### config.mk
export PLATFORM = sky130hd
export DESIGN_NAME = vms_eeprom_save
export DESIGN_NICKNAME = d
export VERILOG_FILES = /design/src/vms_pkg.sv /design/src/vms_sync2.sv /design/src/vms_timer.sv /design/src/vms_eeprom_save.sv
export SDC_FILE = /design/constraint.sdc
export NUM_CORES = 1
export LEC_CHECK = 0
export BUFFER_PORTS_ARGS = -buffer_cell sky130_fd_sc_hd__buf_2
export CORE_MARGIN = 1
export CORE_UTILIZATION = 30
export CTS_CLUSTER_SIZE = 25
export DETAILED_ROUTE_END_ITERATION = 10
export GPL_TIMING_DRIVEN = 0
export SKIP_CTS_REPAIR_TIMING = 1
export SYNTH_ARGS = -nofsm -noshare
export SYNTH_HDL_FRONTEND = slang
export SYNTH_HIERARCHICAL = 1
export SYNTH_SLANG_ARGS = --single-unit
### constraint.sdc
create_clock -name clock -period 8.15 [get_ports clock]
set_clock_uncertainty 0.05 [all_clocks]
set_input_delay 1.63 -clock clock [delete_from_list [all_inputs] [get_ports clock]]
set_output_delay 1.63 -clock clock [all_outputs]
set_load 0.02 [all_outputs]
### src/vms_pkg.sv
// Purpose: shared constants and types for the variable-memory save block
// Assumes: 40 MHz clock, byte-wide memories with combinational read
// Notes:   register indices and command bit positions live here; status bit positions are set in the save block
package vms_pkg;

  localparam int unsigned CLK_KHZ      = 40000;
  localparam int unsigned SAVE_TIME_MS = 15;
  // least save time, so the count must not round down: whole ms times whole kHz is exact
  localparam int unsigned SAVE_CYC     = SAVE_TIME_MS * CLK_KHZ;
  localparam int unsigned PU_SYNC_CYC  = 3;

  localparam int unsigned DEF_VM_BASE   = 256;
  localparam int unsigned DEF_PERM_SIZE = 256;
  localparam int unsigned DEF_IMG_SIZE  = 512;

  localparam int unsigned ADDR_W = 16;
  localparam int unsigned DATA_W = 16;

  localparam logic [3:0] REG_CTRL = 4'h0;
  localparam logic [3:0] REG_SRC  = 4'h1;
  localparam logic [3:0] REG_STAT = 4'h2;
  localparam logic [3:0] REG_CART = 4'h3;

  localparam int unsigned CTRL_REQ_BIT   = 7;
  localparam int unsigned CART_START_BIT = 0;
  localparam int unsigned CART_CLR_BIT   = 1;

  localparam logic [1:0] SZ_WORD  = 2'h2;
  localparam logic [1:0] SZ_DWORD = 2'h3;

  localparam logic [7:0]  CTRL_RST   = 8'h00;
  localparam logic [15:0] SRC_RST    = 16'h0000;
  localparam logic [7:0]  BLANK_BYTE = 8'hFF;
  // arbitrary value
  localparam logic [7:0]  DEF_MODEL_ID = 8'h5A;
  localparam logic [15:0] CART_HDR_ADDR = 16'h0000;
  localparam logic [15:0] CART_IMG_ADDR = 16'h0001;

  typedef enum logic [2:0] {
    ST_PU_SYNC, ST_PU_HDR, ST_RD, ST_WR, ST_SV_WAIT, ST_CC_HDR, ST_IDLE
  } vms_state_t;

  typedef enum logic [2:0] {
    JB_CLR, JB_C2R, JB_R2E, JB_SAVE, JB_CC
  } vms_job_t;

endpackage : vms_pkg

### src/vms_sync2.sv
// Purpose: two-flop synchroniser for a level from a pin
// Assumes: level changes slowly compared with the clock
// Notes:   first stage is read by the second stage only
`timescale 1ns/1ps
module vms_sync2
  import vms_pkg::*;
(
  input  wire logic clock,
  input  wire logic srst,
  input  wire logic pinIn,
  output logic      levelOut
);

  logic meta_q;

  always_ff @(posedge clock)
  begin
    if (srst)
    begin
      meta_q   <= 1'b0;
      levelOut <= 1'b0;
    end
    else
    begin
      meta_q   <= pinIn;
      levelOut <= meta_q;
    end
  end

endmodule : vms_sync2

### src/vms_timer.sv
// Purpose: one-shot down counter that pulses done after a loaded count
// Assumes: start is a one-cycle pulse, load is at least one
// Notes:   a new start while running reloads the count
`timescale 1ns/1ps
module vms_timer
  import vms_pkg::*;
#(
  parameter int unsigned W = 20
)(
  input  wire logic         clock,
  input  wire logic         srst,
  input  wire logic         start,
  input  wire logic [W-1:0] load,
  output logic              done
);

  logic [W-1:0] count_q;

  always_ff @(posedge clock)
  begin
    if (srst)
    begin
      count_q <= '0;
      done    <= 1'b0;
    end
    else
    begin
      done <= (count_q == W'(1)) && !start;
      if (start)
        count_q <= load;
      else if (count_q != '0)
        count_q <= count_q - W'(1);
    end
  end

endmodule : vms_timer

### src/vms_eeprom_save.sv
// Purpose: save of variable memory to EEPROM, cartridge copy and restore
// Assumes: RAM and cartridge are byte ports with combinational read, EEPROM is a write-only byte port
// Notes:   scanEnd comes from the scan engine on this clock
// What this block does
// store byte, word or dword into permanent area
// program loads source offset from base first
// size field: 00/01 byte, 10 word, 11 dword
// program sets request bit only after setup
// sample request bit at every scan end; only sampled in idle, not during a cartridge copy
// clear request bit when each save ends
// program keeps source unchanged until cleared
// each save overwrites previous target value
// save never touches the memory cartridge
// save lengthens the scan by 15-20 ms
// program saves only on infrequent events
// cartridge copy only with cartridge present
// power-up: clear RAM, cartridge to RAM, to EEPROM
// blank or foreign cartridge flags an error
// new request waits until current one clears
//
// Added by the designer: the placing of the registers and the plain strobed port.
`timescale 1ns/1ps
module vms_eeprom_save
  import vms_pkg::*;
#(
  parameter int unsigned VM_BASE     = DEF_VM_BASE,
  parameter int unsigned PERM_SIZE   = DEF_PERM_SIZE,
  parameter int unsigned IMG_SIZE    = DEF_IMG_SIZE,
  parameter int unsigned SAVE_CYCLES = SAVE_CYC,
  parameter logic [7:0]  MODEL_ID    = DEF_MODEL_ID
)(
  input  wire logic              clock,
  input  wire logic              srst,
  input  wire logic [3:0]        regAddr,
  input  wire logic [DATA_W-1:0] regWdata,
  input  wire logic              regWr,
  input  wire logic              regRd,
  output logic      [DATA_W-1:0] regRdata,
  input  wire logic              scanEnd,
  output logic                   scanHold,
  input  wire logic              cartPresentPin,
  output logic      [ADDR_W-1:0] ramAddr,
  output logic                   ramWe,
  output logic      [7:0]        ramWdata,
  input  wire logic [7:0]        ramRdata,
  output logic      [ADDR_W-1:0] eeAddr,
  output logic                   eeWe,
  output logic      [7:0]        eeWdata,
  output logic      [ADDR_W-1:0] cartAddr,
  output logic                   cartWe,
  output logic      [7:0]        cartWdata,
  input  wire logic [7:0]        cartRdata
);

  localparam int unsigned TW = $clog2(SAVE_CYCLES + 1);

  vms_state_t        state_q, state_d;
  vms_job_t          job_q, job_d;
  logic [ADDR_W-1:0] idx_q, idx_d, len_q, len_d;
  logic [ADDR_W-1:0] srcBase_q, srcBase_d, dstBase_q, dstBase_d;
  logic [ADDR_W-1:0] ramAddr_d, eeAddr_d, cartAddr_d;
  logic              ramWe_d, eeWe_d, cartWe_d;
  logic [7:0]        ramWdata_d, eeWdata_d, cartWdata_d;
  logic              ctrlReq_q, pend_q, cartStart_q, cartErr_q, rangeErr_q;
  logic [1:0]        ctrlSize_q;
  logic [15:0]       srcOff_q;
  logic              cartPres, timerDone, timerStart;
  logic              saveDone, cartErrSet, rangeErrSet, ccTaken, scanHold_d;

  ////////////////////////////////////////////////////////////////////////
  // decode

  logic              wrCtrl, wrSrc, wrCart, saveBusy, ccBusy, puBusy;
  logic              lastByte, saveFits, dstRam, dstEe, dstCart;
  logic [2:0]        saveLen;
  logic [ADDR_W:0]   saveEnd;
  logic [ADDR_W-1:0] rdAddr, wrAddr, vmAddr;
  logic [7:0]        srcByte;
  logic [DATA_W-1:0] statWord, rdMux;

  assign wrCtrl   = regWr && (regAddr == REG_CTRL);
  assign wrSrc    = regWr && (regAddr == REG_SRC);
  assign wrCart   = regWr && (regAddr == REG_CART);
  assign saveBusy = (state_q != ST_IDLE) && (job_q == JB_SAVE);
  assign ccBusy   = (state_q != ST_IDLE) && (job_q == JB_CC);
  assign puBusy   = (state_q != ST_IDLE) && !saveBusy && !ccBusy;
  assign saveLen  = (ctrlSize_q == SZ_DWORD) ? 3'h4 :
                    (ctrlSize_q == SZ_WORD)  ? 3'h2 : 3'h1;
  assign saveEnd  = {1'b0, srcOff_q} + {{(ADDR_W-2){1'b0}}, saveLen};
  assign saveFits = saveEnd <= (ADDR_W+1)'(PERM_SIZE);
  assign vmAddr   = ADDR_W'(VM_BASE) + srcOff_q;
  assign rdAddr   = srcBase_q + idx_q;
  assign wrAddr   = dstBase_q + idx_q;
  assign lastByte = idx_q == (len_q - ADDR_W'(1));
  assign dstRam   = (job_q == JB_CLR) || (job_q == JB_C2R);
  assign dstEe    = (job_q == JB_R2E) || (job_q == JB_SAVE);
  assign dstCart  = job_q == JB_CC;
  assign srcByte  = (job_q == JB_CLR) ? 8'h00 :
                    (job_q == JB_C2R) ? cartRdata : ramRdata;
  assign statWord = {9'h000, rangeErr_q, cartErr_q, puBusy, ccBusy,
                     cartPres, pend_q, saveBusy};
  assign rdMux    = (regAddr == REG_CTRL) ?
                      {8'h00, ctrlReq_q, 5'h00, ctrlSize_q} :
                    (regAddr == REG_SRC)  ? srcOff_q :
                    (regAddr == REG_STAT) ? statWord : 16'h0000;
  assign scanHold_d = (state_d != ST_IDLE) && (job_d != JB_CC);

  vms_sync2 uSync (
    .clock    (clock),
    .srst     (srst),
    .pinIn    (cartPresentPin),
    .levelOut (cartPres)
  );

  // write time of the array is only known as a least figure
  vms_timer #(.W(TW)) uTimer (
    .clock (clock),
    .srst  (srst),
    .start (timerStart),
    .load  (TW'(SAVE_CYCLES)),
    .done  (timerDone)
  );

  ////////////////////////////////////////////////////////////////////////
  // sequencer: every job writes len bytes to dst, copied from src, or zeros for the clear job

  always_comb
  begin
    state_d     = state_q;
    job_d       = job_q;
    idx_d       = idx_q;
    len_d       = len_q;
    srcBase_d   = srcBase_q;
    dstBase_d   = dstBase_q;
    ramAddr_d   = ramAddr;
    eeAddr_d    = eeAddr;
    cartAddr_d  = cartAddr;
    ramWdata_d  = ramWdata;
    eeWdata_d   = eeWdata;
    cartWdata_d = cartWdata;
    ramWe_d     = 1'b0;
    eeWe_d      = 1'b0;
    cartWe_d    = 1'b0;
    timerStart  = 1'b0;
    saveDone    = 1'b0;
    cartErrSet  = 1'b0;
    rangeErrSet = 1'b0;
    ccTaken     = 1'b0;
    unique case (state_q)
      ST_PU_SYNC:
      begin
        // wait until the synchronised presence level is valid
        idx_d = idx_q + ADDR_W'(1);
        if (idx_q == ADDR_W'(PU_SYNC_CYC))
        begin
          idx_d      = '0;
          cartAddr_d = CART_HDR_ADDR;
          state_d    = cartPres ? ST_PU_HDR : ST_IDLE;
        end
      end
      ST_PU_HDR:
      begin
        if ((cartRdata == BLANK_BYTE) || (cartRdata != MODEL_ID))
        begin
          cartErrSet = 1'b1;
          state_d    = ST_IDLE;
        end
        else
        begin
          job_d     = JB_CLR;
          srcBase_d = '0;
          dstBase_d = '0;
          len_d     = ADDR_W'(IMG_SIZE);
          state_d   = ST_RD;
        end
      end
      ST_RD:
      begin
        state_d = ST_WR;
        if (job_q == JB_C2R)
          cartAddr_d = rdAddr;
        else
          ramAddr_d = rdAddr;
        if ((job_q == JB_CC) && !cartPres)
        begin
          cartErrSet = 1'b1;
          state_d    = ST_IDLE;
        end
      end
      ST_WR:
      begin
        idx_d   = idx_q + ADDR_W'(1);
        state_d = ST_RD;
        if (dstRam)
        begin
          ramAddr_d  = wrAddr;
          ramWe_d    = 1'b1;
          ramWdata_d = srcByte;
        end
        if (dstEe)
        begin
          eeAddr_d  = wrAddr;
          eeWe_d    = 1'b1;
          eeWdata_d = srcByte;
        end
        if (dstCart)
        begin
          cartAddr_d  = wrAddr;
          cartWe_d    = cartPres;
          cartWdata_d = srcByte;
        end
        if (lastByte)
        begin
          idx_d = '0;
          unique case (job_q)
            JB_CLR:
            begin
              job_d     = JB_C2R;
              srcBase_d = CART_IMG_ADDR;
            end
            JB_C2R:
            begin
              job_d     = JB_R2E;
              srcBase_d = '0;
            end
            JB_R2E:  state_d = ST_IDLE;
            JB_SAVE:
            begin
              state_d    = ST_SV_WAIT;
              timerStart = 1'b1;
            end
            JB_CC:   state_d = ST_CC_HDR;
          endcase
        end
      end
      ST_SV_WAIT:
      begin
        if (timerDone)
        begin
          saveDone = 1'b1;
          state_d  = ST_IDLE;
        end
      end
      ST_CC_HDR:
      begin
        // header goes last so a torn copy onto a blank cartridge reads back as blank
        cartAddr_d  = CART_HDR_ADDR;
        cartWe_d    = cartPres;
        cartWdata_d = MODEL_ID;
        cartErrSet  = !cartPres;
        state_d     = ST_IDLE;
      end
      ST_IDLE:
      begin
        if (scanEnd && ctrlReq_q)
        begin
          if (saveFits)
          begin
            job_d     = JB_SAVE;
            srcBase_d = vmAddr;
            dstBase_d = vmAddr;
            len_d     = {{(ADDR_W-3){1'b0}}, saveLen};
            state_d   = ST_RD;
          end
          else
          begin
            rangeErrSet = 1'b1;
            saveDone    = 1'b1;
          end
        end
        else if (cartStart_q)
        begin
          ccTaken = 1'b1;
          if (cartPres)
          begin
            job_d     = JB_CC;
            srcBase_d = '0;
            dstBase_d = CART_IMG_ADDR;
            len_d     = ADDR_W'(IMG_SIZE);
            state_d   = ST_RD;
          end
          else
            cartErrSet = 1'b1;
        end
      end
    endcase
  end

  always_ff @(posedge clock)
  begin
    if (srst)
    begin
      state_q   <= ST_PU_SYNC;
      job_q     <= JB_CLR;
      idx_q     <= '0;
      len_q     <= '0;
      srcBase_q <= '0;
      dstBase_q <= '0;
      scanHold  <= 1'b1;
    end
    else
    begin
      state_q   <= state_d;
      job_q     <= job_d;
      idx_q     <= idx_d;
      len_q     <= len_d;
      srcBase_q <= srcBase_d;
      dstBase_q <= dstBase_d;
      scanHold  <= scanHold_d;
    end
  end

  always_ff @(posedge clock)
  begin
    if (srst)
    begin
      {ramAddr, eeAddr, cartAddr}    <= '0;
      {ramWe, eeWe, cartWe}          <= '0;
      {ramWdata, eeWdata, cartWdata} <= '0;
    end
    else
    begin
      {ramAddr, eeAddr, cartAddr}    <= {ramAddr_d, eeAddr_d, cartAddr_d};
      {ramWe, eeWe, cartWe}          <= {ramWe_d, eeWe_d, cartWe_d};
      {ramWdata, eeWdata, cartWdata} <= {ramWdata_d, eeWdata_d, cartWdata_d};
    end
  end

  ////////////////////////////////////////////////////////////////////////
  // registers

  always_ff @(posedge clock)
  begin
    if (srst)
    begin
      ctrlReq_q   <= CTRL_RST[CTRL_REQ_BIT];
      ctrlSize_q  <= CTRL_RST[1:0];
      srcOff_q    <= SRC_RST;
      pend_q      <= 1'b0;
      cartStart_q <= 1'b0;
      cartErr_q   <= 1'b0;
      rangeErr_q  <= 1'b0;
      regRdata    <= '0;
    end
    else
    begin
      regRdata <= regRd ? rdMux : 16'h0000;
      if (wrCtrl)
        ctrlSize_q <= regWdata[1:0];
      if (wrSrc)
        srcOff_q <= regWdata;
      // a write beside a range-error clear wins, one during a save only sets pend_q; promotion waits for the clear
      if (wrCtrl && !saveBusy)
        ctrlReq_q <= regWdata[CTRL_REQ_BIT];
      else if (saveDone)
        ctrlReq_q <= 1'b0;
      else if (pend_q && !saveBusy)
        ctrlReq_q <= 1'b1;
      if (wrCtrl && regWdata[CTRL_REQ_BIT] && saveBusy)
        pend_q <= 1'b1;
      else if (!saveBusy)
        pend_q <= 1'b0;
      if (wrCart && regWdata[CART_START_BIT])
        cartStart_q <= 1'b1;
      else if (ccTaken)
        cartStart_q <= 1'b0;
      if (cartErrSet)
        cartErr_q <= 1'b1;
      else if (wrCart && regWdata[CART_CLR_BIT])
        cartErr_q <= 1'b0;
      if (rangeErrSet)
        rangeErr_q <= 1'b1;
      else if (wrCart && regWdata[CART_CLR_BIT])
        rangeErr_q <= 1'b0;
    end
  end
endmodule : vms_eeprom_save

==> results.py <==
metrics = {
    "timing": {
        "fin_tns_setup_ps": 0,
        "rsz0062_at_grt": "false",
        "finalHoldViolCount": 0,
        "fin_crit_ps": 4073,
        "fmax_ghz": 0.2455,
        "setup_viol": 0,
        "whs_ps": 388.7,
        "drv_slew": 0,
        "max_slew.worst_pin.slew_ps": 1311,
        "slew_headroom": 0.1192,
        "finalCritPeriodShare": 0.4998,
    },
    "route": {
        "drtAntennaViolNets": 0,
        "route.detailed.drc": 0,
        "drt_iter0_markers": 1000,
        "vias_per_cell": 5.290,
        "dr.pass1.iters": 5,
        "wire_per_inst_um": 17.61,
        "vias": 9861,
        "postRouteWirelength_mm": 32.83,
    },
    "synth": {
        "syn_area_per_cell_um2": 8.125,
        "synthMuxAreaShare": 0.008066,
        "syn_inst": 1241,
        "ys_dominant_reg_cell": "dfxtp_1",
        "synth_top_area_frac": 0.3891,
        "synth_top_family_by_area": "simple AND/OR/NAND/NOR gates",
        "synth_adder_area_share": 0.05683,
        "synth_xor_area_frac": 0.04430,
        "seq_area_frac_synth": 0.3891,
        "synth_compound_area_frac": 0.2180,
        "ys_top_cells_by_area": "dfxtp_1 (39%), nand2_1 (6.8%), a21oi_1 (6.2%)",
        "syn-cell-area_um2": 10080,
        "synth_warnings": 6,
        "synthArstFlopShare": 0,
        "synth-edff-count": 0,
        "synth_area_leader_cell": "dfxtp_1",
        "ys_types": 83,
        "yosys_register_bits": 196,
        "synthSimpleGateAreaFrac": 0.2483,
    },
    "finish": {
        "layout_common_cells": "dfxtp_1 (196), nand2_1 (182), buf_2 (136), nor2_1 (130), a21oi_1 (125)",
        "area_growth_pct": 18.50,
        "fin_nets": 1497,
        "fillers": 3467,
        "drive_gt1_frac": 0.1392,
        "final_cells": 1864,
        "antenna_cells": 0,
        "final_common_cell": "dfxtp_1",
    },
    "worst_setup_path": {
        "cp_slowest_cell": "dfxtp_1",
        "crit_chain": "clkbuf_1, and3_1, clkbuf_1, nand2_1, clkbuf_1, nor2_1, clkbuf_1, buf_1, a21oi_1, o32ai_1",
        "critical_path_arrival_ps": 4380,
        "worstSetupStartpoint": "state_q[0]$_SDFF_PP0_",
        "r2r_start": "state_q[0]$_SDFF_PP0_",
        "required_ps": 8450,
        "cp-start-kind": "flip-flop",
        "crit_path_end_kind": "flip-flop",
        "regToRegEndpoint": "uTimer/count_q[7]$_SDFFE_PP0P_",
        "rrSetupSlack_ps": 4080,
        "critPathMaxStageDelay_ps": 480,
        "worstSetupPathType": "reg2reg",
        "worstPathMaxFanout": 10,
        "reg2regPathDepth": 10,
        "critPathMostFrequentCell": "clkbuf_1",
        "critPathCapture": "uTimer/count_q[7]$_SDFFE_PP0P_",
    },
    "run_status": {
        "status": "finished clean",
    },
    "grt": {
        "use_met3": 0.03205,
        "gr-usage-all-layers": 0.1910,
        "overflow": 0,
        "grt_max_degree": 17,
        "top_usage_layer": "met1",
        "antenna_found_initial": 0,
        "grt_pass1_vias": 8956,
        "gr-usage-met2": 0.2791,
        "grt_pass1_wl_mm": 50.66,
        "met1_usage": 0.2813,
    },
    "clock_network": {
        "cts.sinks": 196,
        "clk_pin_slew_ps": 80,
        "tritoncts": "yes",
        "cts_buffer_depth": 2,
        "cts_root_buf": "clkbuf_16",
        "cts_made_buffers": 17,
        "insertion_delay_ps": 450,
        "htreeDepth": 4,
    },
    "die": {
        "start_util": 0.3076,
        "die_width_um": 185.3,
        "io_pins": 134,
        "fp.dieH_um": 185.3,
        "num_rows": 66,
        "coreArea_um2": 32780,
        "dieArea_um2": 34350,
    },
    "power_and_ir_drop": {
        "peakVddDrop_mv": 0.1482,
        "p_per_area_nw_per_um2": 230.3,
        "leakagePower_nw": 4.861,
    },
    "placed_design": {
        "post-place-cells": 1834,
        "place_congestion": 0.9217,
        "dpl.hpwl_mm": 25.31,
        "port-buffer-count": 133,
    },
    "run": {
        "drv_cap": 0,
    },
    "worst_hold_path": {
        "hold_path_class": "reg2reg",
    },
}
kinds of logic (layout without fill, tap and decap cells):
kind of cell,count (synthesis),in the layout
compound gates,328,328
xor+xnor,51,51
fa+ha+maj,44,44
buf+inv,87,250
flops,196,196
mux,8,8
other cells,2,20
simple gates,525,525
registers in the layout (all words and copies together), names as in the netlist, 8 cells and up:
name and cells:
uTimer/count_q 20, ramWdata 8, cartWdata 8, srcOff_q 16
cartAddr 16, eeAddr 16, regRdata 16, srcBase_q 16
idx_q 16, eeWdata 8, dstBase_q 16, ramAddr 16
synth_stat cells (7+ instances only):
| cell | count |
|---|---|
| a21o_1 | 8 |
| inv_1 | 27 |
| a22o_1 | 16 |
| mux2i_1 | 7 |
| nor3_1 | 36 |
| o21ai_0 | 37 |
| xnor2_1 | 24 |
| and2_1 | 19 |
| o31ai_1 | 8 |
| nand4_1 | 15 |
| nand3_1 | 45 |
| dfxtp_1 | 196 |
| or3_1 | 10 |
| a22oi_1 | 15 |
| nor4_1 | 10 |
| nor2_1 | 130 |
| o211ai_1 | 7 |
| a21oi_1 | 125 |
| and3_1 | 20 |
| a32oi_1 | 8 |
| xor2_1 | 27 |
| clkbuf_1 | 46 |
| o32ai_1 | 7 |
| buf_1 | 7 |
| ha_1 | 41 |
| nand2_1 | 182 |
| nor2b_1 | 9 |
| o21a_1 | 14 |
| a311oi_1 | 7 |
| a211oi_1 | 17 |
metal layers:
metal  up-vias  part of all wire  routed length (µm)
li1       4791                 -                   -
met1      4658              0.49               16240
met2       374              0.41               13600
met3        38             0.073                2382
met4         0             0.018                 602
met5         -                 0                   0
critical path, delay by kind of cell, from the launching register on:
kind	cells	cell delay, ps
buffers and inverters	5	2020
and+or+nand+nor	3	1040
DFF	1	480
AOI/OAI and AO/OA	2	370
stage by stage:
| stage | setup slack, ps | util | power, mW | instance area [µm²] |
|---|---|---|---|---|
| final | 4077 | 0.3645 | 2.752 | 11950 |
| after global routing | 3766 | 0.3645 | 2.892 | 11950 |
| after CTS | 4206 | 0.3645 | 2.752 | 11950 |
| after detailed placement | 4016 | 0.3468 | 1.898 | 11370 |
| after global placement | 4088 | 0.3468 | 1.886 | 11370 |
| after floorplan | 5020 | - | 1.677 | 10150 |
worst min-delay path by stage:
stage                                         start  slack (ps)                        end  cells after the start
after floorplan             uSync/meta_q$_SDFF_PP0_         360  uSync/levelOut$_SDFF_PP0_                      1
after global placement    cartAddr[11]$_SDFFE_PP0P_         370  cartAddr[11]$_SDFFE_PP0P_                      2
after detailed placement  cartAddr[11]$_SDFFE_PP0P_         380  cartAddr[11]$_SDFFE_PP0P_                      2
after CTS                 cartAddr[11]$_SDFFE_PP0P_         390  cartAddr[11]$_SDFFE_PP0P_                      2
after global routing      cartAddr[11]$_SDFFE_PP0P_         410  cartAddr[11]$_SDFFE_PP0P_                      2
final                     cartAddr[11]$_SDFFE_PP0P_         390  cartAddr[11]$_SDFFE_PP0P_                      2
final cells by class:
cell class | instances | area [µm²] | area share
clock inverters | 11 | 126.4 | 0.01058
inverters | 27 | 101.3 | 0.008482
clock buffers | 19 | 452.9 | 0.03791
repair buffers | 133 | 665.6 | 0.05571
multi-input cells | 976 | 5878 | 0.4919
well taps | 442 | 553.0 | 0.04628
flip-flops and latches | 196 | 3924 | 0.3284
plain buffers | 60 | 247.7 | 0.02073
power by group:
| part | internal (mW) | switching, mW |
|---|---|---|
| Sequential | 1.04 | 0.0886 |
| Combinational | 0.279 | 0.490 |
| Clock | 0.468 | 0.389 |
Note: power is estimated with default switching activity, not from simulation.
